<file path="src/verilog/psa_pkg.sv">
// constants and types of the power state request arbiter
package psa_pkg;

   // -----------------------------------------------------------------
   // register bus
   // -----------------------------------------------------------------
   localparam int DATA_W = 32;
   localparam int ADDR_W = 4;
   localparam logic [3:0] ADDR_CTRL    = 4'h0;
   localparam logic [3:0] ADDR_CONFIG  = 4'h1;
   localparam logic [3:0] ADDR_ACTION  = 4'h2;
   localparam logic [3:0] ADDR_LEVEL   = 4'h3;
   localparam logic [3:0] ADDR_MASK    = 4'h4;
   localparam logic [3:0] ADDR_STATUS  = 4'h5;
   localparam logic [3:0] ADDR_STATE   = 4'h6;

   // control register fields
   localparam int CTRL_KEEP_ON  = 0;
   localparam int CTRL_SOFT_RST = 1;
   localparam int CTRL_WDT_EN   = 2;
   localparam int CTRL_WDT_LOCK = 3;
   localparam int CTRL_ADC_EN   = 4;
   localparam int CTRL_W        = 5;
   localparam logic [4:0] CTRL_RESET = 5'h00;

   // power unit config fields
   localparam int CFG_DLY_LSB   = 0;
   localparam int CFG_PD_POL    = 2;
   localparam int CFG_RST_POL   = 3;
   localparam int CFG_W         = 4;
   localparam logic [3:0] CFG_RESET = 4'h0;

   // interrupt status fields
   localparam int INT_EV_W      = 4;
   localparam int ST_OFF_DONE   = 4;
   localparam int ST_ON_BLOCKED = 5;
   localparam int ST_ACTIVE_UP  = 6;
   localparam int STAT_W        = 7;
   localparam logic [6:0] MASK_RESET = 7'h7F;

   // off request sources, lowest index wins
   localparam int OFF_N         = 10;
   localparam int SRC_BUTTON    = 0;
   localparam int SRC_PWR_DOWN  = 1;
   localparam int SRC_WATCHDOG  = 2;
   localparam int SRC_THERMAL   = 3;
   localparam int SRC_RESET_IN  = 4;
   localparam int SRC_SOFT_RST  = 5;
   localparam int SRC_KEEP_ON   = 6;
   localparam int SRC_SUPPLY_LO = 7;
   localparam int SRC_HOLD_ON   = 8;
   localparam int SRC_ADC       = 9;
   localparam logic [9:0] OFF_USES_DELAY = 10'h217;
   localparam logic [9:0] ACTION_RESET   = 10'h000;
   localparam logic [9:0] LEVEL_RESET    = 10'h000;

   // timing
   localparam int CLK_PERIOD_NS   = 50;
   localparam int TICK_TIME_NS    = 1000000;
   localparam int TICK_CYCLES     = TICK_TIME_NS / CLK_PERIOD_NS;
   localparam int HOLD_DEBOUNCE_MS = 4;
   localparam int LONG_PRESS_MS   = 3000;
   localparam logic [12:0] DLY_0_MS = 13'h0000;
   localparam logic [12:0] DLY_1_MS = 13'h03E8;
   localparam logic [12:0] DLY_2_MS = 13'h07D0;
   localparam logic [12:0] DLY_4_MS = 13'h0FA0;

   typedef enum logic [2:0] {
      ST_OFF, ST_UP, ST_ACTIVE, ST_DELAY, ST_DOWN
   } psa_state_type;

   typedef enum logic [1:0] {
      SEQ_NONE, SEQ_OFF_TO_ACTIVE, SEQ_ACTIVE_TO_OFF, SEQ_SLEEP_TO_OFF
   } psa_seq_type;

endpackage
</file>
<file path="src/verilog/psa_arbiter.sv">
// power state request arbiter: on/off arbitration, gating, delay
//
// How it works
// RULE1: a valid on request in off starts the off-to-active sequence.
// RULE2: unmasked interrupt edges and low power button are on requests.
// RULE3: hold-on high is an on request after a 4 ms debounce.
// RULE4: any gating condition blocks the on request.
// RULE5: gating is low supply, hot die, power-down and reset-in.
// RULE6: an off request runs active-to-off or sleep-to-off.
// RULE7: off requests win over on and sleep, with no gating.
// RULE8: after an off request, on waits until off requests are gone.
// RULE9: one switch-off delay of 0, 1, 2 or 4 s for delayed sources.
// RULE10: each off source selects wide or narrow reset level; the code fixes keep-on and hold-on at narrow.
// RULE11: each off source selects shutdown or cold restart; the code fixes keep-on and hold-on at shutdown.
// RULE12: shutdown runs the off sequence and stays off.
// RULE13: cold restart reruns off-to-active once gating is absent.
// RULE14: watchdog off request disabled at reset; enable can be locked.
// RULE15: clearing keep-on turns off narrow, shutdown, unless hold-on high.
// RULE16: hold-on low turns off narrow, no delay, unless keep-on set.
// RULE17: arbitrate on, off, wake, sleep and hand transition to sequencer; the code arbitrates on and off only, with no wake or sleep.
// RULE18: sample synchronously; off first, then gating, then on.
//
// Added by the designer: the address map and the address-and-strobe port.
`timescale 1ns/10ps
module psa_arbiter
   import psa_pkg::*;
#(
   parameter int TICK_CYC  = TICK_CYCLES,
   parameter int DEB_MS    = HOLD_DEBOUNCE_MS,
   parameter int LPRESS_MS = LONG_PRESS_MS
) (
   input  wire logic                clock,
   input  wire logic                rst_n,
   input  wire logic [ADDR_W-1:0]   addr,
   input  wire logic [DATA_W-1:0]   wdata,
   input  wire logic                we,
   input  wire logic                re,
   output logic      [DATA_W-1:0]   rdata,
   output logic                     irq,
   input  wire logic                power_button_n_in,
   input  wire logic                hold_on_in,
   input  wire logic                power_down_in,
   input  wire logic                reset_in,
   input  wire logic                supply_high_ok,
   input  wire logic                die_hot_event,
   input  wire logic                supply_low_fault,
   input  wire logic                thermal_shutdown_in,
   input  wire logic                watchdog_timeout,
   input  wire logic                adc_shutdown_event,
   input  wire logic [INT_EV_W-1:0] int_event_in,
   input  wire logic                device_sleep_in,
   input  wire logic                seq_done,
   output logic                     seq_start,
   output psa_seq_type              seq_select,
   output logic                     reset_wide,
   output logic                     reset_narrow
);

   // -----------------------------------------------------------------
   // pin synchronisers
   // -----------------------------------------------------------------
   localparam int PIN_N = 8;
   logic [PIN_N-1:0] pin_raw;
   logic [PIN_N-1:0] sync1_reg;
   logic [PIN_N-1:0] sync2_reg;

   assign pin_raw = {thermal_shutdown_in, supply_low_fault, die_hot_event,
                     supply_high_ok, reset_in, power_down_in, hold_on_in,
                     power_button_n_in};

   always_ff @(posedge clock) begin
      if (!rst_n) begin
         // idle pin levels, so no false request or edge follows reset
         sync1_reg <= 8'h1D;
         sync2_reg <= 8'h1D;
      end else begin
         sync1_reg <= pin_raw;
         sync2_reg <= sync1_reg;
      end
   end

   wire button_n_s  = sync2_reg[0];
   wire hold_s      = sync2_reg[1];
   wire pwr_down_s  = sync2_reg[2];
   wire reset_in_s  = sync2_reg[3];
   wire supply_ok_s = sync2_reg[4];
   wire die_hot_s   = sync2_reg[5];
   wire supply_lo_s = sync2_reg[6];
   wire thermal_s   = sync2_reg[7];

   // -----------------------------------------------------------------
   // millisecond tick
   // -----------------------------------------------------------------
   localparam int TW = $clog2(TICK_CYC);
   logic [TW-1:0] tick_cnt_reg;
   wire tick = (tick_cnt_reg == TW'(TICK_CYC - 1));

   always_ff @(posedge clock) begin
      if (!rst_n)
         tick_cnt_reg <= '0;
      else
         tick_cnt_reg <= tick ? '0 : tick_cnt_reg + 1'b1;
   end

   // -----------------------------------------------------------------
   // hold-on debounce and button long press
   // -----------------------------------------------------------------
   logic        hold_db_reg;
   logic        hold_prev_reg;
   logic [3:0]  hold_cnt_reg;
   logic [12:0] press_cnt_reg;

   wire hold_diff  = hold_s != hold_db_reg;
   wire hold_flip  = hold_diff & tick &
                     (hold_cnt_reg == 4'(DEB_MS - 1));
   wire hold_fall  = hold_prev_reg & ~hold_db_reg;
   wire long_press = press_cnt_reg == 13'(LPRESS_MS);

   always_ff @(posedge clock) begin
      if (!rst_n) begin
         hold_db_reg   <= 1'b0;
         hold_prev_reg <= 1'b0;
         hold_cnt_reg  <= '0;
      end else begin
         hold_prev_reg <= hold_db_reg;
         if (!hold_diff || hold_flip)
            hold_cnt_reg <= '0;
         else if (tick)
            hold_cnt_reg <= hold_cnt_reg + 1'b1;
         if (hold_flip)
            hold_db_reg <= hold_s;  // [RULE3]
      end
   end

   always_ff @(posedge clock) begin
      if (!rst_n || button_n_s)
         press_cnt_reg <= '0;
      else if (tick && !long_press)
         press_cnt_reg <= press_cnt_reg + 1'b1;
   end

   // -----------------------------------------------------------------
   // register file
   // -----------------------------------------------------------------
   logic [CTRL_W-1:0]   ctrl_reg;
   logic [CFG_W-1:0]    cfg_reg;
   logic [OFF_N-1:0]    action_reg;
   logic [OFF_N-1:0]    level_reg;
   logic [STAT_W-1:0]   mask_reg;
   logic [STAT_W-1:0]   status_reg;
   logic [STAT_W-1:0]   status_next;
   logic [STAT_W-1:0]   status_set;
   logic [DATA_W-1:0]   rd_mux;
   psa_state_type       state_reg;
   logic [3:0]          src_reg;

   wire wr_ctrl   = we && addr == ADDR_CTRL;
   wire rd_status = re && addr == ADDR_STATUS;
   wire wdt_lock  = ctrl_reg[CTRL_WDT_LOCK];
   wire keep_on   = ctrl_reg[CTRL_KEEP_ON];
   wire keep_fall = wr_ctrl & keep_on & ~wdata[CTRL_KEEP_ON];
   wire soft_rst  = wr_ctrl & wdata[CTRL_SOFT_RST];

   // locked watchdog bits keep their value
   wire [1:0] wdt_bits = wdt_lock ?
                         ctrl_reg[CTRL_WDT_LOCK:CTRL_WDT_EN] :
                         wdata[CTRL_WDT_LOCK:CTRL_WDT_EN];  // [RULE14]
   wire [CTRL_W-1:0] ctrl_wr = {wdata[CTRL_ADC_EN], wdt_bits, 1'b0,
                                wdata[CTRL_KEEP_ON]};

   assign rd_mux =
      addr == ADDR_CTRL   ? DATA_W'(ctrl_reg)   :
      addr == ADDR_CONFIG ? DATA_W'(cfg_reg)    :
      addr == ADDR_ACTION ? DATA_W'(action_reg) :
      addr == ADDR_LEVEL  ? DATA_W'(level_reg)  :
      addr == ADDR_MASK   ? DATA_W'(mask_reg)   :
      addr == ADDR_STATUS ? DATA_W'(status_reg) :
      addr == ADDR_STATE  ? DATA_W'({src_reg, 1'b0, state_reg}) :
      '0;

   always_ff @(posedge clock) begin
      if (!rst_n) begin
         ctrl_reg   <= CTRL_RESET;
         cfg_reg    <= CFG_RESET;
         action_reg <= ACTION_RESET;
         level_reg  <= LEVEL_RESET;
         mask_reg   <= MASK_RESET;  // [RULE2]
         rdata      <= '0;
      end else begin
         rdata <= re ? rd_mux : '0;
         if (wr_ctrl)
            ctrl_reg <= ctrl_wr;
         if (we && addr == ADDR_CONFIG)
            cfg_reg <= wdata[CFG_W-1:0];
         if (we && addr == ADDR_ACTION)
            action_reg <= wdata[OFF_N-1:0];
         if (we && addr == ADDR_LEVEL)
            level_reg <= wdata[OFF_N-1:0];
         if (we && addr == ADDR_MASK)
            mask_reg <= wdata[STAT_W-1:0];
      end
   end

   // -----------------------------------------------------------------
   // request evaluation
   // -----------------------------------------------------------------
   logic [INT_EV_W-1:0] ev_prev_reg;
   logic [OFF_N-1:0]    off_lvl;
   logic [3:0]          off_pick;

   wire [INT_EV_W-1:0] ev_edge = int_event_in & ~ev_prev_reg;
   wire pd_act  = pwr_down_s == cfg_reg[CFG_PD_POL];
   wire rst_act = reset_in_s == cfg_reg[CFG_RST_POL];
   wire gate    = ~supply_ok_s | die_hot_s | pd_act | rst_act;  // [RULE5]
   wire int_on  = |(ev_edge & ~mask_reg[INT_EV_W-1:0]);  // [RULE2]
   wire on_req  = ~button_n_s | hold_db_reg | int_on;  // [RULE2] [RULE3]

   assign off_lvl[SRC_BUTTON]    = long_press;
   assign off_lvl[SRC_PWR_DOWN]  = pd_act;
   assign off_lvl[SRC_WATCHDOG]  = ctrl_reg[CTRL_WDT_EN] &
                                   watchdog_timeout;  // [RULE14]
   assign off_lvl[SRC_THERMAL]   = thermal_s;
   assign off_lvl[SRC_RESET_IN]  = rst_act;
   assign off_lvl[SRC_SOFT_RST]  = soft_rst;
   assign off_lvl[SRC_KEEP_ON]   = keep_fall & ~hold_db_reg;  // [RULE15]
   assign off_lvl[SRC_SUPPLY_LO] = supply_lo_s;
   assign off_lvl[SRC_HOLD_ON]   = hold_fall & ~keep_on;  // [RULE16]
   assign off_lvl[SRC_ADC]       = ctrl_reg[CTRL_ADC_EN] &
                                   adc_shutdown_event;

   wire off_any = |off_lvl;

   always_comb begin
      off_pick = 4'h0;
      for (int i = OFF_N - 1; i >= 0; i--)
         if (off_lvl[i])
            off_pick = 4'(i);
   end

   wire fixed_src = off_pick == 4'(SRC_KEEP_ON) ||
                    off_pick == 4'(SRC_HOLD_ON);
   wire pick_cold = ~fixed_src & action_reg[off_pick];  // [RULE11]
   wire pick_wide = ~fixed_src & level_reg[off_pick];  // [RULE10]

   logic [12:0] dly_ms;
   always_comb begin
      case (cfg_reg[CFG_DLY_LSB+1:CFG_DLY_LSB])
         2'h0:    dly_ms = DLY_0_MS;
         2'h1:    dly_ms = DLY_1_MS;
         2'h2:    dly_ms = DLY_2_MS;
         default: dly_ms = DLY_4_MS;
      endcase
   end
   wire [12:0] pick_dly = OFF_USES_DELAY[off_pick] ? dly_ms : DLY_0_MS;

   // -----------------------------------------------------------------
   // power state machine
   // -----------------------------------------------------------------
   psa_state_type state_next;
   logic        cold_reg;
   logic        wide_reg;
   logic [12:0] dly_cnt_reg;

   wire in_off    = state_reg == ST_OFF;
   wire start_up  = in_off & ~gate & (cold_reg | (~off_any & on_req));
   wire off_take  = state_reg == ST_ACTIVE & off_any;  // [RULE7]
   wire dly_end   = state_reg == ST_DELAY & dly_cnt_reg == DLY_0_MS;
   wire down_done = state_reg == ST_DOWN & seq_done;

   always_comb begin
      state_next = state_reg;
      case (state_reg)
         ST_OFF:    if (start_up) state_next = ST_UP;  // [RULE1] [RULE8]
         ST_UP:     if (seq_done) state_next = ST_ACTIVE;
         ST_ACTIVE: if (off_any) state_next = ST_DELAY;  // [RULE6]
         ST_DELAY:  if (dly_end) state_next = ST_DOWN;
         ST_DOWN:   if (seq_done) state_next = ST_OFF;  // [RULE12]
         default:   state_next = ST_OFF;
      endcase
   end

   always_ff @(posedge clock) begin
      if (!rst_n) begin
         state_reg   <= ST_OFF;
         src_reg     <= '0;
         cold_reg    <= 1'b0;
         wide_reg    <= 1'b0;
         dly_cnt_reg <= '0;
         ev_prev_reg <= '0;
      end else begin
         state_reg   <= state_next;
         ev_prev_reg <= int_event_in;
         if (off_take) begin
            src_reg     <= off_pick;
            cold_reg    <= pick_cold;
            wide_reg    <= pick_wide;
            dly_cnt_reg <= pick_dly;  // [RULE9]
         end else if (state_reg == ST_DELAY && tick && !dly_end)
            dly_cnt_reg <= dly_cnt_reg - 1'b1;
         if (start_up)
            cold_reg <= 1'b0;  // [RULE13]
      end
   end

   // -----------------------------------------------------------------
   // sequencer handshake and reset level pulses
   // -----------------------------------------------------------------
   wire psa_seq_type down_sel = device_sleep_in ? SEQ_SLEEP_TO_OFF :
                                SEQ_ACTIVE_TO_OFF;

   always_ff @(posedge clock) begin
      if (!rst_n) begin
         seq_start    <= 1'b0;
         seq_select   <= SEQ_NONE;
         reset_wide   <= 1'b0;
         reset_narrow <= 1'b0;
      end else begin
         seq_start    <= start_up | dly_end;  // [RULE17]
         reset_wide   <= down_done & wide_reg;  // [RULE10]
         reset_narrow <= down_done & ~wide_reg;
         if (start_up)
            seq_select <= SEQ_OFF_TO_ACTIVE;
         else if (dly_end)
            seq_select <= down_sel;  // [RULE6] [RULE18]
      end
   end

   // -----------------------------------------------------------------
   // interrupt status, read clears, set wins
   // -----------------------------------------------------------------
   assign status_set = {state_reg == ST_UP && seq_done,
                        in_off & on_req & gate & ~off_any,  // [RULE4]
                        down_done, ev_edge};
   assign status_next = (status_reg & ~{STAT_W{rd_status}}) | status_set;

   always_ff @(posedge clock) begin
      if (!rst_n) begin
         status_reg <= '0;
         irq        <= 1'b0;
      end else begin
         status_reg <= status_next;
         irq        <= |(status_next & ~mask_reg);
      end
   end

endmodule

</file>
<file path="config.mk">
export PLATFORM = sky130hd
export DESIGN_NAME = psa_arbiter
export DESIGN_NICKNAME = d
export VERILOG_FILES = /design/src/verilog/psa_pkg.sv /design/src/verilog/psa_arbiter.sv
export SDC_FILE = /design/constraint.sdc
export NUM_CORES = 1
export LEC_CHECK = 0
export BUFFER_PORTS_ARGS = -buffer_cell sky130_fd_sc_hd__buf_2
export CORE_MARGIN = 8
export CORE_UTILIZATION = 30
export DETAILED_ROUTE_END_ITERATION = 6
export PLACE_DENSITY = 0.43
export SETUP_SLACK_MARGIN = 0.1
export SYNTH_ARGS = -nofsm -noshare
export SYNTH_HDL_FRONTEND = slang
export SYNTH_SLANG_ARGS = --single-unit
</file>
<file path="constraint.sdc">
create_clock -name clock -period 5 [get_ports clock]
set_input_delay 0.75 -clock clock [delete_from_list [all_inputs] [get_ports clock]]
set_output_delay 0.75 -clock clock [all_outputs]
set_load 0.05 [all_outputs]
</file>
Word-level counts from Yosys, hierarchy flattened. Memories as Yosys holds them, arrays and structs flattened. Cells that the tools add are included.

Add/sub/neg operators: 4. $lt $le $gt $ge: 1. Eq/ne operators: 25. Muxes and demuxes: 36. Bitwise gates (word level): 52. Reductions and logical operators: 35.

Operator list (number): $mux W4 (10); $mux W13 (3); $pmux W12 S3 (1); $mux W8 (3); $and A1 B1 Y1 (23); $mux W10 (2); $eq A4 B3 Y1 const B (4); $add A15 B1 Y15 const B (1); $eq A15 B15 Y1 const B (1); $mux W3 (5); $pmux W3 S5 (1); $and A7 B7 Y7 (2); $not A7 Y7 (2); $add A13 B1 Y13 const B (1); $eq A13 B12 Y1 const B (1); $logic_not A13 Y1 (1); $not A1 Y1 (13); $sub A13 B1 Y13 const B (1); $eq A4 B2 Y1 const B (3); $logic_and A1 B1 Y1 (10); $mux W5 (2); $reduce_or A10 Y1 (1); $and A4 B4 Y4 (2); $bmux W1 S4 (2); other kinds (30) (58).

Register bits: 156. ROM bits: 16. Output and inout bits: 38. Word-level logic and storage cells: 184. Memories: 1.

Memory list: (no name shown) (words 16, bits a word 1, read ports 1, clocked after Yosys merged registers in 0, write ports 0, line psa_arbiter.sv:254) `wire [12:0] pick_dly = OFF_USES_DELAY[off_pick] ? dly_ms : DLY_0_MS;`.

Logic depth before layout (Yosys ltp). Gate-level depths: netlist of the first run.

Depth in word-level cells: 16. Mapped depth: 11. Mapped depth without buffers: 9.

Worst setup path after synthesis of the first run. Ideal clock, no wire load.

Path kind: input to register. Start: in addr[1]. End: reg dly_cnt_reg[5]. Library setup time: 0.122 ns. Data arrival time: 2.616 ns. Required time: 4.878 ns. Slack: 2.263 ns. Stages on the path: 7. Path buffers: 0. Path through: nor4_2 > a31oi_1 > o31ai_1 > nand2_1 > o221ai_1 > a211oi_1 > o32a_1.

Word-level cells in the longest chain between the ends: 16. Elaborated cells between the ends (all ways): 20. Those cells by class: 10 x mux; 5 x bitwise; 4 x reduce/logical; 1 x memory.

RTL lines: from (decl) (line psa_arbiter.sv:34) `input wire logic [ADDR_W-1:0] addr,`; $logic_not A4 Y1 (*) (line psa_arbiter.sv:157) `wire wr_ctrl = we && addr == ADDR_CTRL;`; $logic_and A1 B1 Y1 (*) (line psa_arbiter.sv:157); $and A1 B1 Y1 (2 in series) (line psa_arbiter.sv:161) `wire keep_fall = wr_ctrl & keep_on & ~wdata[CTRL_KEEP_ON];`; $and A1 B1 Y1 (line psa_arbiter.sv:225) `assign off_lvl[SRC_KEEP_ON] = keep_fall & ~hold_db_reg;`; $mux W4 (7 in series) (line psa_arbiter.sv:236) `if (off_lvl[i])`; $mem_v2 Z16 W1; $mux W1 (implied by the code) (line psa_arbiter.sv:254); $mux W13 (line psa_arbiter.sv:254); $mux W13 (line psa_arbiter.sv:293) `if (off_take) begin`; to (signal assigned) (line psa_arbiter.sv:297) `dly_cnt_reg <= pick_dly;`; to (signal assigned) (line psa_arbiter.sv:299) `dly_cnt_reg <= dly_cnt_reg - 1'b1;`; to (decl) (line psa_arbiter.sv:262) `logic [12:0] dly_cnt_reg;`.

Every way passes the cells marked *; elsewhere a longest branch is shown, timed or not. The select of a mux whose other input is x is not followed. A chain may end at the register's enable or synchronous reset.

Final worst setup path of the first run. Ends and elaborated chain as after synthesis.

==> results of run 1 <==
-- power breakdown --
group,total [mW],internal (mW),switching [mW]
sequential,1.10,1.09,0.0134
combinational,0.192,0.0526,0.140
clock,1.28,0.761,0.514
-- path summary, 6_finish.rpt --
| kind | startpoint | endpoint | slack [ns] | cells after the start |
|---|---|---|---|---|
| min | sync1_reg[2] | sync2_reg[2] | 0.41 | 1 |
| min reg2reg | sync1_reg[2] | sync2_reg[2] | 0.41 | 1 |
| max reg2reg | tick_cnt_reg[9] | dly_cnt_reg[10] | 2.03 | 7 |
| max | addr[1] | dly_cnt_reg[5] | 1.78 | 8 |
-- cell type report --
type,instances,share of cell area [%]
Timing Repair Buffer,56,4.09
Inverter,21,1.08
Clock buffer,18,6.04
Clock inverter,14,2.27
Tap cell,270,4.64
Multi-Input combinational cell,550,45.0
Sequential cell,134,36.9
-- per-layer routing --
layer  share of wire, %  vias up  wire, µm
met5                  0        -         0
met4                1.4        0       240
met3                4.2       17       719
met2                 46      116      8040
met1                 48     2481      8300
li1                   -     2603         -
-- stage by stage --
| stage | power [mW] | std cells | cell area [µm²] |
|---|---|---|---|
| 2_1_floorplan | 1.27 | 755 | 6310 |
| 3_3_place_gp | 1.31 | 1031 | 6670 |
| 3_5_place_dp | 1.32 | 1031 | 6670 |
| 4_1_cts | 2.60 | 1063 | 7270 |
| 5_1_grt | 2.67 | 1063 | 7270 |
| 6_report | 2.57 | 1063 | 7270 |
-- kinds of logic (layout without fill, tap and decap cells) --
family          count (synthesis)  in the layout  share of synthesized area [%]
mux                            29             29                           4.80
other cells                     1             22                         0.0602
flops                         134            134                           43.1
fa+ha+maj                       9              9                           1.81
compound gates                132            132                           13.0
buf+inv                        71            109                           5.65
simple gates                  322            322                           26.5
xor+xnor                       36             36                           5.06
-- placed cells by master (no fill, tap or decap), drive strengths merged, types with 16 or more instances in the layout --
cell,Yosys,final
buf,27,56
mux2i,22,22
dfxtp,134,134
nand2,91,91
conb,1,22
xor2,22,22
nor2,73,73
o21ai,27,27
nand3,29,29
and2,18,18
nor3,16,16
clkbuf,23,18
inv,21,27
a21oi,57,57
==> metrics list, run 1 <==
- Clock latency on the worst-skew pair: 0.42 ns
* CP bufs+invs: 1
- Yosys warning total: 0
* Setup TNS: 0 ns
* Met1 GRT Util: 17.4%
- Routability-driven placement finished with a final weighted congestion of 0.831.
- The tightest hold path in the finished design has a slack of 0.408 ns.
* Max transition margin: 52.5%
- The floorplan step defined a die boundary enclosing 25,600 µm².
- Combined area of the multi-input logic cells: 3270 µm²
* Die boundary height: 160 µm
- Type of element capturing the critical path: flip-flop
* Remaining design rule violation count: 0
* Highest cell delay on the worst timing path: 0.62 ns
- Class of the most critical hold timing path: flip-flop to flip-flop
* Synth area leader: dfxtp_1
- Clock root cell: clkbuf_16
* Largest fanout on the critical path: 21
- Summed over all cells, the static leakage comes to 2.86 nW.
* Initial antenna violation count: 0
- After the last flow step, the layout net total stands at 845.
- Worst slew pin tran: 0.706 ns
- DPL Wire Length: 12,700 µm
- Peak supply drop: 0.000237 V
- Detailed Routing Iterations Pass 1: 5
* RSZ-0062 raised after global routing: no
- Die span in x: 160 µm
* Run status: finished clean
- During I/O placement, the number of pins put on the boundary was 94.
- The hold violation total from the final report is 0.
- The repair_antennas step left the layout with diodes totalling 0.
- Sequential cell area: 2680 µm²
* Flip-flop count of the largest register after layout: 15
- Between clock sinks in the finished design, the worst skew comes to 0.00679 ns.
- In this run the deepest clock path goes through 2 buffers.
- In the post-synthesis netlist, the biggest area contributors are dfxtp_1 43%, nand2_1 5.5%, a21oi_1 4.6%.
- Routed wire length: 17,300 µm
* Post-synthesis instance area: 6230 µm²
- Among all flip-flop cells after synthesis, the most frequent one is dfxtp_1.
- The H-tree was split into 4 levels.
- After detailed routing, the average wire length per cell comes to 16.3 µm.
- Number of synthesized register bits: 134
- Global routing usage on met2: 22.1%
- Number of violations of the max-capacitance limit: 0
* Area share of the largest cell type after synthesis: 43.1%
- The post-route netlist has 13.2% of its cells at a drive strength greater than 1.
* Clock tree from TritonCTS: done
- Slew Limit Fails: 0
- The worst setup path is of the primary input to flip-flop kind.
* Power density over the cells: 353 nW/µm²
- For the worst setup path, the data required time is 5.31 ns.
- The via count of the first global-routing pass was 5,311.
- The routed layout has 5,217 vias.
- Standard cell core area: 20,300 µm²
* Count of final setup violators: 0
- Maximum number of pins on one net before global-route repair: 56
* Post-CTS Resized: 0
- Port Buf Inserts: 49
- After global routing, the most crowded layer is met2.
* Average size of a mapped cell: 8.48 µm²
- Ys async rst share: 0%
- After floorplanning, the core was divided into 52 placement rows.
* CTS clk-pin slew, worst paths: 0.06 ns
- ANT nets after route: 0
- For met3 alone, demand over resource in global routing was 3.86%.
- Crit-path leading delay family: compound AO/OA/AOI/OAI gates
- The final critical path takes up 64.4% of the cycle.
- Number of post-CTS setup repair buffers: 0
- The synthesized design contains 0 enable-type register cells.
* Leading post-synthesis cells by instance count: 134 x dfxtp_1, 91 x nand2_1, 73 x nor2_1, 57 x a21oi_1, 29 x nand3_1
- Count of mapped cells out of synthesis: 734
- CTS Hold Bufs: 0
- Post-Route Utilization: 35.8%
- The worst path meets setup with 1.78 ns of slack.
- Count of different cell masters after synthesis: 67
- The most common cell in the synthesized netlist is dfxtp_1.
- Arrival time of the worst setup path: 3.53 ns
- For this configuration, the core starts out at a cell density of 30.7%.
- STA classifies the critical path startpoint as a primary input.
- The layout has 2,144 filler cells.
- OpenSTA, run right after detailed placement, puts the worst setup slack at 1.37 ns.
- Max Fclk: 311 MHz
- Aggregate global-route resource usage: 13.7%
- TritonCTS created 17 clock buffers.
* Global-route wire length before repair: 28,200 µm
- CTS sink cnt: 134
- The first routing iteration left 303 violations.
- Congestion Overflow GR: 0
* Relative area change from synthesis to final layout: 16.8%
- List of cells traversed by the critical path: buf_2 > nor4_2 > a31oi_1 > o31ai_1 > nand2_1 > o221ai_1 > a211oi_1 > o32a_1
- Dividing the detail-routed via count by the number of cells gives 4.91.
- Final min period: 3.22 ns
- Crit-path slowest cell: nor4_2
* Register area share after synthesis: 43.1%
(Power assumes the default switching activity.)
==> run 2, diff against run 1 <==
--- a/config.mk
+++ b/config.mk
@@ -5,6 +5,7 @@
 export SDC_FILE = /design/constraint.sdc
 export NUM_CORES = 1
 export LEC_CHECK = 0
+export ABC_AREA = 1
 export BUFFER_PORTS_ARGS = -buffer_cell sky130_fd_sc_hd__buf_2
 export CORE_MARGIN = 8
 export CORE_UTILIZATION = 30
==> constraint.sdc (replaced) <==
create_clock -name clock -period 3.2 [get_ports clock]
set_input_delay 0.48 -clock clock [delete_from_list [all_inputs] [get_ports clock]]
set_output_delay 0.48 -clock clock [all_outputs]
set_load 0.05 [all_outputs]
==> run 2 against run 1 <==
Effect of this change: clock power up 48%; critical endpoint is now dly_cnt_reg[10]; critical path type is now flip-flop to flip-flop; flip-flop and latch count unchanged; synthesized cell count up 20%.
==> metrics list, run 2 <==
* Start-to-end type of the worst setup path: flip-flop to flip-flop (was primary input to flip-flop)
- The via count of the first global-routing pass came to 5,218 (was 5,311).
* Area share of the largest cell type after synthesis: 42.2% (was 43.1%)
- Clock tree from TritonCTS: done (unchanged)
* Yosys warning total: 0 (unchanged)
* Deepest clock path buffer count: 2 (unchanged)
- CTS Hold Bufs: 0 (unchanged)
- Dividing the final minimum period by the clock period gives 70.0%.
* Detailed Routing Iterations Pass 1: 4 (was 5)
- The first-pass GRT wire length was 28,400 µm (was 28,200 µm).
- The cell at the root of the clock tree is clkbuf_16 (unchanged).
* Flip-flop count of the largest register after layout: 15 (unchanged)
- The initial core utilization came to 30.5% (was 30.7%).
- The maximum number of pins on one net before global-route repair was 30 (was 56).
* Fill cell instance count of the final layout: 2,298 (was 2,144)
- Final min period: 2.24 ns
- The horizontal die dimension came to 162 µm (was 160 µm).
* Top_reg_cell synth: dfxtp_1 (unchanged)
- The kind of capture point of the worst setup path is a flip-flop (unchanged).
* Number of H-tree branching levels: 4 (unchanged)
* Class of the most critical hold timing path: primary input to flip-flop (was flip-flop to flip-flop)
* WL per Instance: 14.6 µm (was 16.3 µm)
* Minimum setup slack in the final design: 0.960 ns (was 1.78 ns)
- The cell area after layout is 7400 µm² (was 7270 µm²).
* ANT nets after route: 0 (unchanged)
- The highest layer used for signal routing was met4 (unchanged).
- Top area cells in the synthesized netlist: dfxtp_1 42%, nand2_1 8.7%, inv_1 7.7% (was dfxtp_1 43%, nand2_1 5.5%, a21oi_1 4.6%).
- DRC violation total after the first TritonRoute iteration: 275 (was 303)
- The detailed-route via count was 5,539 (was 5,217).
* Average size of a mapped cell: 7.23 µm² (was 8.48 µm²)
- RSZ-0062 raised after global routing: no (unchanged)
- The detailed-routing wirelength on met1 is 8670 µm (was 8300 µm).
* Count of flip-flops with a built-in enable after synthesis: 0 (unchanged)
- The area growth from synthesis to layout came to 16.3% (was 16.8%).
- Placed Instance Area: 6830 µm² (was 6670 µm²)
- Inserted Diodes: 0 (unchanged)
- Peak supply drop: 0.000346 V (was 0.000237 V)
- The final cell utilization of the core came to 35.4% (was 35.8%).
- The most common cell after layout, fill and taps aside is nand2_1 (was dfxtp_1).
- The total of flip-flops plus latches after synthesis is 134 (unchanged).
* Reg2Reg Launch Point: press_cnt_reg[1] (was tick_cnt_reg[9])
- Power density over the cells: 578 nW/µm² (was 353 nW/µm²)
- Worst slew pin tran: 0.826 ns (was 0.706 ns)
- Initial antenna violation count: 0 (unchanged)
- Congestion Overflow GR: 0 (unchanged)
* Critical Path Source: press_cnt_reg[1] (was addr[1])
- The total routing usage reported by global routing came to 13.9% (was 13.7%).
* Final hold violation count: 0 (unchanged)
* Post-CTS Resized: 0 (unchanged)
- Count of mapped cells out of synthesis: 880 (was 734)
- Setup TNS: 0 ns (unchanged)
- The max-capacitance violation count is 0 (unchanged).
- The signal arrival time at the worst endpoint came to 2.59 ns (was 3.53 ns).
- The start point of the worst hold path is die_hot_event (was sync1_reg[2]).
* Final Net Count: 1,000 (was 845)
* Total placed cells including tap cells: 1,191 (was 1,031)
* CTS sink cnt: 134 (unchanged)
- Final std cells w/o fill: 1,221 (was 1,063)
- Weighted congestion reported at the end of routability-driven placement: 0.823 (was 0.831)
* Max Fclk: 446 MHz
- Die area: 26,100 µm² (was 25,600 µm²)
- Number of vias per cell after detailed routing: 4.54 (was 4.91)
* Routed length on met2: 7990 µm (was 8040 µm)
- Reported leakage power: 3.13 nW (was 2.86 nW)
- The port buffer count is 49 (unchanged).
- The number of buffers created by CTS is 17 (unchanged).
- The placement-stage worst setup slack was 0.736 ns (was 1.37 ns).
* Proportion of layout cells with a drive suffix above 1: 13.7% (was 13.2%)
* Slew Limit Fails: 0 (unchanged)
- The fraction of registers with async set/reset was 0% (unchanged).
* Worst Skew: 0.00630 ns (was 0.00679 ns)
- The final count of negative-setup-slack endpoints came to 0 (unchanged).
* Max transition margin: 44.7% (was 52.5%)
- The maximum fanout along the worst path came to 15 (was 21).
* Number of post-CTS setup repair buffers: 0 (unchanged)
- Standard cell core area: 20,900 µm² (was 20,300 µm²)
- Clock latency on the worst-skew pair: 0.42 ns (about the same)
* Leading post-synthesis cells by instance count: 147 x nand2_1, 134 x dfxtp_1, 130 x inv_1, 80 x a21oi_1, 79 x nor2_1 (was 134 x dfxtp_1, 91 x nand2_1, 73 x nor2_1, 57 x a21oi_1, 29 x nand3_1)
- Metal3 WL: 769 µm (was 719 µm)
- Post-synthesis instance area: 6360 µm² (was 6230 µm²)
* I/O pin count: 94 (unchanged)
* Row count: 53 (was 52)
* Kind of start point of the critical path: flip-flop (was primary input)
* DPL Wire Length: 13,500 µm (was 12,700 µm)
* Most frequent cells in the layout: 147 x nand2_1, 134 x dfxtp_1, 130 x inv_1 (was 134 x dfxtp_1, 91 x nand2_1, 73 x nor2_1)
- The DRC violation count after routing is 0 (unchanged).
- Die boundary height: 162 µm (was 160 µm)
- The clock transition at the registers of the reported paths was 0.06 ns (about the same).
* CP Data Required Time: 3.55 ns (was 5.31 ns)
- The sequential area share after synthesis came to 42.2% (was 43.1%).
* Count of different cell masters after synthesis: 45 (was 67)
- The wire length reported by the detailed router was 17,800 µm (was 17,300 µm).
- The leading area contributor after synthesis was dfxtp_1 (unchanged).
* Leading cell type by number of instances after synthesis: nand2_1 (was dfxtp_1)
- Run status: finished clean (unchanged)
## run 2: changes by cell type after synthesis, sizes merged, moves of 16 or more
| cell | previous run | this run |
|---|---|---|
| a21oi | 57 | 86 |
| and2 | 18 | 0 |
| inv | 21 | 138 |
| mux2i | 22 | 1 |
| nand2 | 91 | 161 |
| nand3 | 29 | 51 |
| nor2 | 73 | 90 |
| o21ai | 27 | 53 |
| xor2 | 22 | 6 |
## run 2: cell type report
cell class	instances	area (µm²)	share of cell area [%]
clock buffers	27	523	7.07
inverters	143	537	7.26
well taps	275	344	4.65
clock inverters	3	40.0	0.541
flip-flops and latches	134	2680	36.3
repair buffers	54	283	3.82
multi-input cells	585	2990	40.4
## run 2: layer usage
| metal | vias up | global-route usage (%) |
|---|---|---|
| met5 | - | 0 |
| met4 | 0 | 5.60 |
| met3 | 24 | 3.03 |
| met2 | 106 | 21.8 |
| met1 | 2471 | 18.3 |
| li1 | 2938 | - |
## run 2: worst max-delay path, stage by stage (launching register included)
cell and delay, ns:
dfxtp_1 0.35, inv_1 0.08, ha_1 0.14, inv_1 0.05, nor3_1 0.23, nand2_1 0.17
nand3_1 0.12, nor2_2 0.08, nor2_4 0.21, inv_2 0.19, nor2_1 0.15, nand3_2 0.13
nand2_1 0.08, nand2_1 0.07, a21oi_2 0.13
## run 2: cell families (layout without fill, tap and decap cells)
group                      count (synthesis)  after routing  synth area share (%)
and+or+nand+nor                          367            367                  26.8
DFF                                      134            134                  42.2
buffers and inverters                    182            227                  12.1
AOI/OAI and AO/OA                        177            177                  15.7
muxes                                      1              1                 0.157
adders and majority gates                  9              9                  1.77
xor gates and xnor gates                   9              9                  1.24
other                                      1             22                0.0590
## run 2: power breakdown
| group | switching [mW] | total (mW) | internal (mW) |
|---|---|---|---|
| clock network | 0.711 | 1.89 | 1.18 |
| registers | 0.0467 | 1.78 | 1.74 |
| logic | 0.422 | 0.599 | 0.177 |
| total | 1.18 | 4.28 | 3.10 |
## run 2: final timing paths
kind | to | slack [ns] | cells after the start
worst max-delay path | dly_cnt_reg[10] | 0.96 | 14
worst min-delay path | sync1_reg[5] | 0.24 | 3
worst min register to register | sync2_reg[7] | 0.41 | 2
worst max register to register | dly_cnt_reg[10] | 0.96 | 14
## run 2: stage by stage
stage                     power, mW  hold WS [ns]
final                          4.28         0.239
after global routing           4.49         0.235
after CTS                      4.34         0.223
after detailed placement       2.42         0.403
after global placement         2.43         0.394
after floorplan                2.28         0.390
==> run 3, diff against run 2 <==
==> constraint.sdc (replaced) <==
create_clock -name clock -period 2.25 [get_ports clock]
set_input_delay 0.3375 -clock clock [delete_from_list [all_inputs] [get_ports clock]]
set_output_delay 0.3375 -clock clock [all_outputs]
set_load 0.05 [all_outputs]
==> run 3 against run 2 <==
Effect of this change: cell count is 3.3% higher; combinational power grew 51%; clock power grew 57%; critical path depth fell by 1; hold slack got worse by 0.15 ns; register-to-register slack worse by 0.66 ns; cell area up 6.1%; sequential power rose by 42%; flip-flop and latch count stayed put; sequential share of layout area fell by 2.0 points; first-iteration DRC count rose by 12%; largest cell class unchanged.
==> metrics list, run 3 (synthesis results as in run 2) <==
- Cell-internal power: 4.67 mW (was 3.10 mW)
* Number of violations of the max-capacitance limit: 0 (unchanged)
- The cell repeated most along the worst path was nor2_4 (was nand2_1).
- The leftover overflow at the end of global routing is 0 (unchanged).
- CTS clk-pin slew, worst paths: 0.06 ns (about the same)
* Initial antenna violation count: 0 (unchanged)
* Final min period: 1.95 ns (was 2.24 ns)
- The clock sink count was 134 (unchanged).
* Detailed Routing Iterations Pass 1: 5 (was 4)
- Slew Limit Fails: 0 (unchanged)
- Clock tree from TritonCTS: done (unchanged)
- Register-to-register path setup slack: 0.30 ns (was 0.96 ns)
- The number of rows in the core area is 53 (unchanged).
* Largest fanout on the critical path: 5 (was 15)
- Count of final setup violators: 0 (unchanged)
- Max transition margin: 59.4% (was 44.7%)
- The filler cell count in the final layout was 2,260 (was 2,298).
* Met3 Track Usage GR: 4.28% (was 3.03%)
* Power spent charging and discharging nets: 1.74 mW (was 1.18 mW)
- Via count: 5,705 (was 5,539)
- DRC violation total after the first TritonRoute iteration: 308 (was 275)
- Maximum number of pins on one net before global-route repair: 39 (was 30)
* Reg2Reg Launch Point: press_cnt_reg[0] (was press_cnt_reg[1])
- Crit-path slowest cell: dfxtp_1 (unchanged)
- Clock latency on the worst-skew pair: 0.43 ns (was 0.42 ns)
- The buffer depth of the longest clock path is 2 (unchanged).
- The HPWL reported at the end of detailed placement was 13,800 µm (was 13,500 µm).
- The signal arrival time at the worst endpoint came to 2.26 ns (was 2.59 ns).
- The top cell family by delay on the critical path was simple AND/OR/NAND/NOR gates (unchanged).
- Share of total power in combinational logic: 14.1% (was 14.0%)
- The met2 capacity usage during global routing came to 22.4% (was 21.8%).
- The nature of the critical path startpoint is a flip-flop (unchanged).
- TritonCTS Buffers: 17 (unchanged)
* Port Buf Inserts: 49 (unchanged)
- List of cells traversed by the critical path: inv_1 > ha_1 > inv_1 > nor3_2 > nand2_1 > nand3_1 > nor2_4 > nor2_4 > buf_4 > nor2_4 > buf_4 > nor3b_1 > nor3_1 (was inv_1 > ha_1 > inv_1 > nor3_1 > nand2_1 > nand3_1 > nor2_2 > nor2_4 > inv_2 > nor2_1 > nand3_2 > nand2_1 > nand2_1 > a21oi_2).
* Flop pwr share: 39.5% (was 41.7%)
- Hold path startpoint: reset_in (was die_hot_event)
* Most frequent cells in the layout: 146 x nand2_1, 131 x dfxtp_1, 129 x inv_1 (was 147 x nand2_1, 134 x dfxtp_1, 130 x inv_1)
- Final hold slack: 0.0937 ns (was 0.239 ns)
- Tcrit/Tclk final: 86.7% (was 70.0%)
- Setup TNS: 0 ns (unchanged)
- The placeable core region was 20,900 µm² (unchanged).
- The wire length reported by the detailed router came to 18,000 µm (was 17,800 µm).
* Power density over the cells: 817 nW/µm² (was 578 nW/µm²)
- The via count of the first global-routing pass is 5,565 (was 5,218).
- Number of H-tree branching levels: 4 (unchanged)
- The worst min-delay path class is primary input to flip-flop (unchanged).
- ANT nets after route: 0 (unchanged)
- The die area was 26,100 µm² (unchanged).
* CP bufs+invs: 4 (was 3)
- Run status: finished clean (unchanged).
- The largest stage delay on the critical path is 0.31 ns (was 0.35 ns).
* Reported leakage power: 3.39 nW (was 3.13 nW)
- The first-pass GRT wire length came to 29,200 µm (was 28,400 µm).
* Global routing's busiest layer: met2 (unchanged)
- Final hold violation count: 0 (unchanged)
- The number of flip-flops under the largest register name came to 15 (unchanged).
- Inserted Diodes: 0 (unchanged)
- The final weighted congestion of routability-driven global placement came to 0.830 (was 0.823).
- Fraction of power consumed by the clock network: 46.4% (was 44.3%)
- The placement-stage worst setup slack is 0.0999 ns (was 0.736 ns).
- The area growth from synthesis to layout was 23.3% (was 16.3%).
* Count of cells along the worst register-to-register path: 13 (was 14)
* Most common library cell in the layout ignoring fill and taps: nand2_1 (unchanged)
* Aggregate global-route resource usage: 14.2% (was 13.9%)
* Terminating pin of the worst hold path: sync1_reg[3] (was sync1_reg[5])
- The data required time of the worst path came to 2.56 ns (was 3.55 ns).
- The via density per instance came to 4.52 (was 4.54).
- I/O pin count: 94 (unchanged)
* Clock root cell: clkbuf_16 (unchanged)
* Met1 GRT Util: 18.3% (about the same)
- RSZ-0062 raised after global routing: yes (was no)
* Peak supply drop: 0.000519 V (was 0.000346 V)
- Die span in x: 162 µm (unchanged)
- The DRC violation count after routing came to 0 (unchanged).
- The share of total power consumed by net switching is 27.2% (was 27.6%).
* Worst Skew: 0.0134 ns (was 0.00630 ns)
- Worst hold stages: 2 (was 3)
- The capture instance of the worst register-to-register path was dly_cnt_reg[2] (was dly_cnt_reg[10]).
- Minimum setup slack in the final design: 0.298 ns (was 0.960 ns)
- Final Net Count: 1,038 (was 1,000)
* WL per Instance: 14.3 µm (was 14.6 µm)
- The timing-limited maximum frequency is 512 MHz (was 446 MHz).
- The transition time at the pin with the least slew margin came to 0.593 ns (was 0.826 ns).
- Start-to-end type of the worst setup path: flip-flop to flip-flop (unchanged)
* Initial core utilization: 30.5% (unchanged)
- The kind of capture point of the worst setup path was a flip-flop (unchanged).
- The vertical die dimension is 162 µm (unchanged).
* Proportion of layout cells with a drive suffix above 1: 18.9% (was 13.7%)
## run 3: routing by layer
| metal | part of all wire [%] | routed length (µm) | vias to the layer above |
|---|---|---|---|
| met4 | 1.3 | 225 | 0 |
| met2 | 45 | 8150 | 103 |
| met3 | 4.8 | 862 | 16 |
| met1 | 49 | 8750 | 2576 |
| li1 | - | - | 3010 |
| met5 | 0 | 0 | - |
## run 3: worst max-delay path by stage
stage / startpoint / end / slack [ns] / depth (start not counted)
final: press_cnt_reg[0] / dly_cnt_reg[2] / 0.30 / 13
after global routing: dly_cnt_reg[0] / dly_cnt_reg[5] / 0.07 / 17
after CTS: dly_cnt_reg[0] / dly_cnt_reg[5] / 0.12 / 17
after detailed placement: addr[2] / dly_cnt_reg[10] / 0.1 / 18
after global placement: dly_cnt_reg[0] / dly_cnt_reg[5] / 0.08 / 17
after floorplan: dly_cnt_reg[0] / dly_cnt_reg[7] / 0.33 / 16
## run 3: power groups by stage
stage	Sequential (mW)	Combinational [mW]	Clock, mW
floorplan	2.60	0.638	0
global placement	2.59	0.895	0
detailed placement	2.59	0.892	0
CTS	2.53	0.895	3.04
global route	2.55	1.01	3.14
finish	2.53	0.905	2.97
## run 3: what timing repair did
| item | CTS | global route |
|---|---|---|
| setup buffers | 1 | 5 |
| hold buffers | 0 | 0 |
| resized for setup | 0 | 28 |
| setup endpoints to repair | 1 | 23 |
| pin swaps | 1 | 9 |
## run 3: worst register-to-register path, cell delays in order (launching register included)
cell and delay [ns]:
dfxtp_1 0.31, inv_1 0.07, ha_1 0.16, inv_1 0.06, nor3_2 0.17, nand2_1 0.13
nand3_1 0.14, nor2_4 0.07, nor2_4 0.16, buf_4 0.15, nor2_4 0.04, buf_4 0.13
nor3b_1 0.18, nor3_1 0.07
## run 3: through the flow
step | instances | utilization [%] | cell area (µm²) | total power [mW]
6_report | 1261 | 37.6 | 7850 | 6.41
5_1_grt | 1261 | 37.6 | 7850 | 6.70
4_1_cts | 1256 | 36.9 | 7710 | 6.47
3_5_place_dp | 1223 | 33.9 | 7090 | 3.48
3_3_place_gp | 1223 | 33.9 | 7090 | 3.48
2_1_floorplan | 901 | - | 6440 | 3.24
## run 3: final cells by class
class	count	area (µm²)	share of cell area, %
Multi-Input combinational cell	585	3080	39.2
Sequential cell	134	2690	34.2
Timing Repair Buffer	92	581	7.40
Inverter	143	539	6.87
Clock buffer	23	468	5.96
Tap cell	275	344	4.39
Clock inverter	9	149	1.90
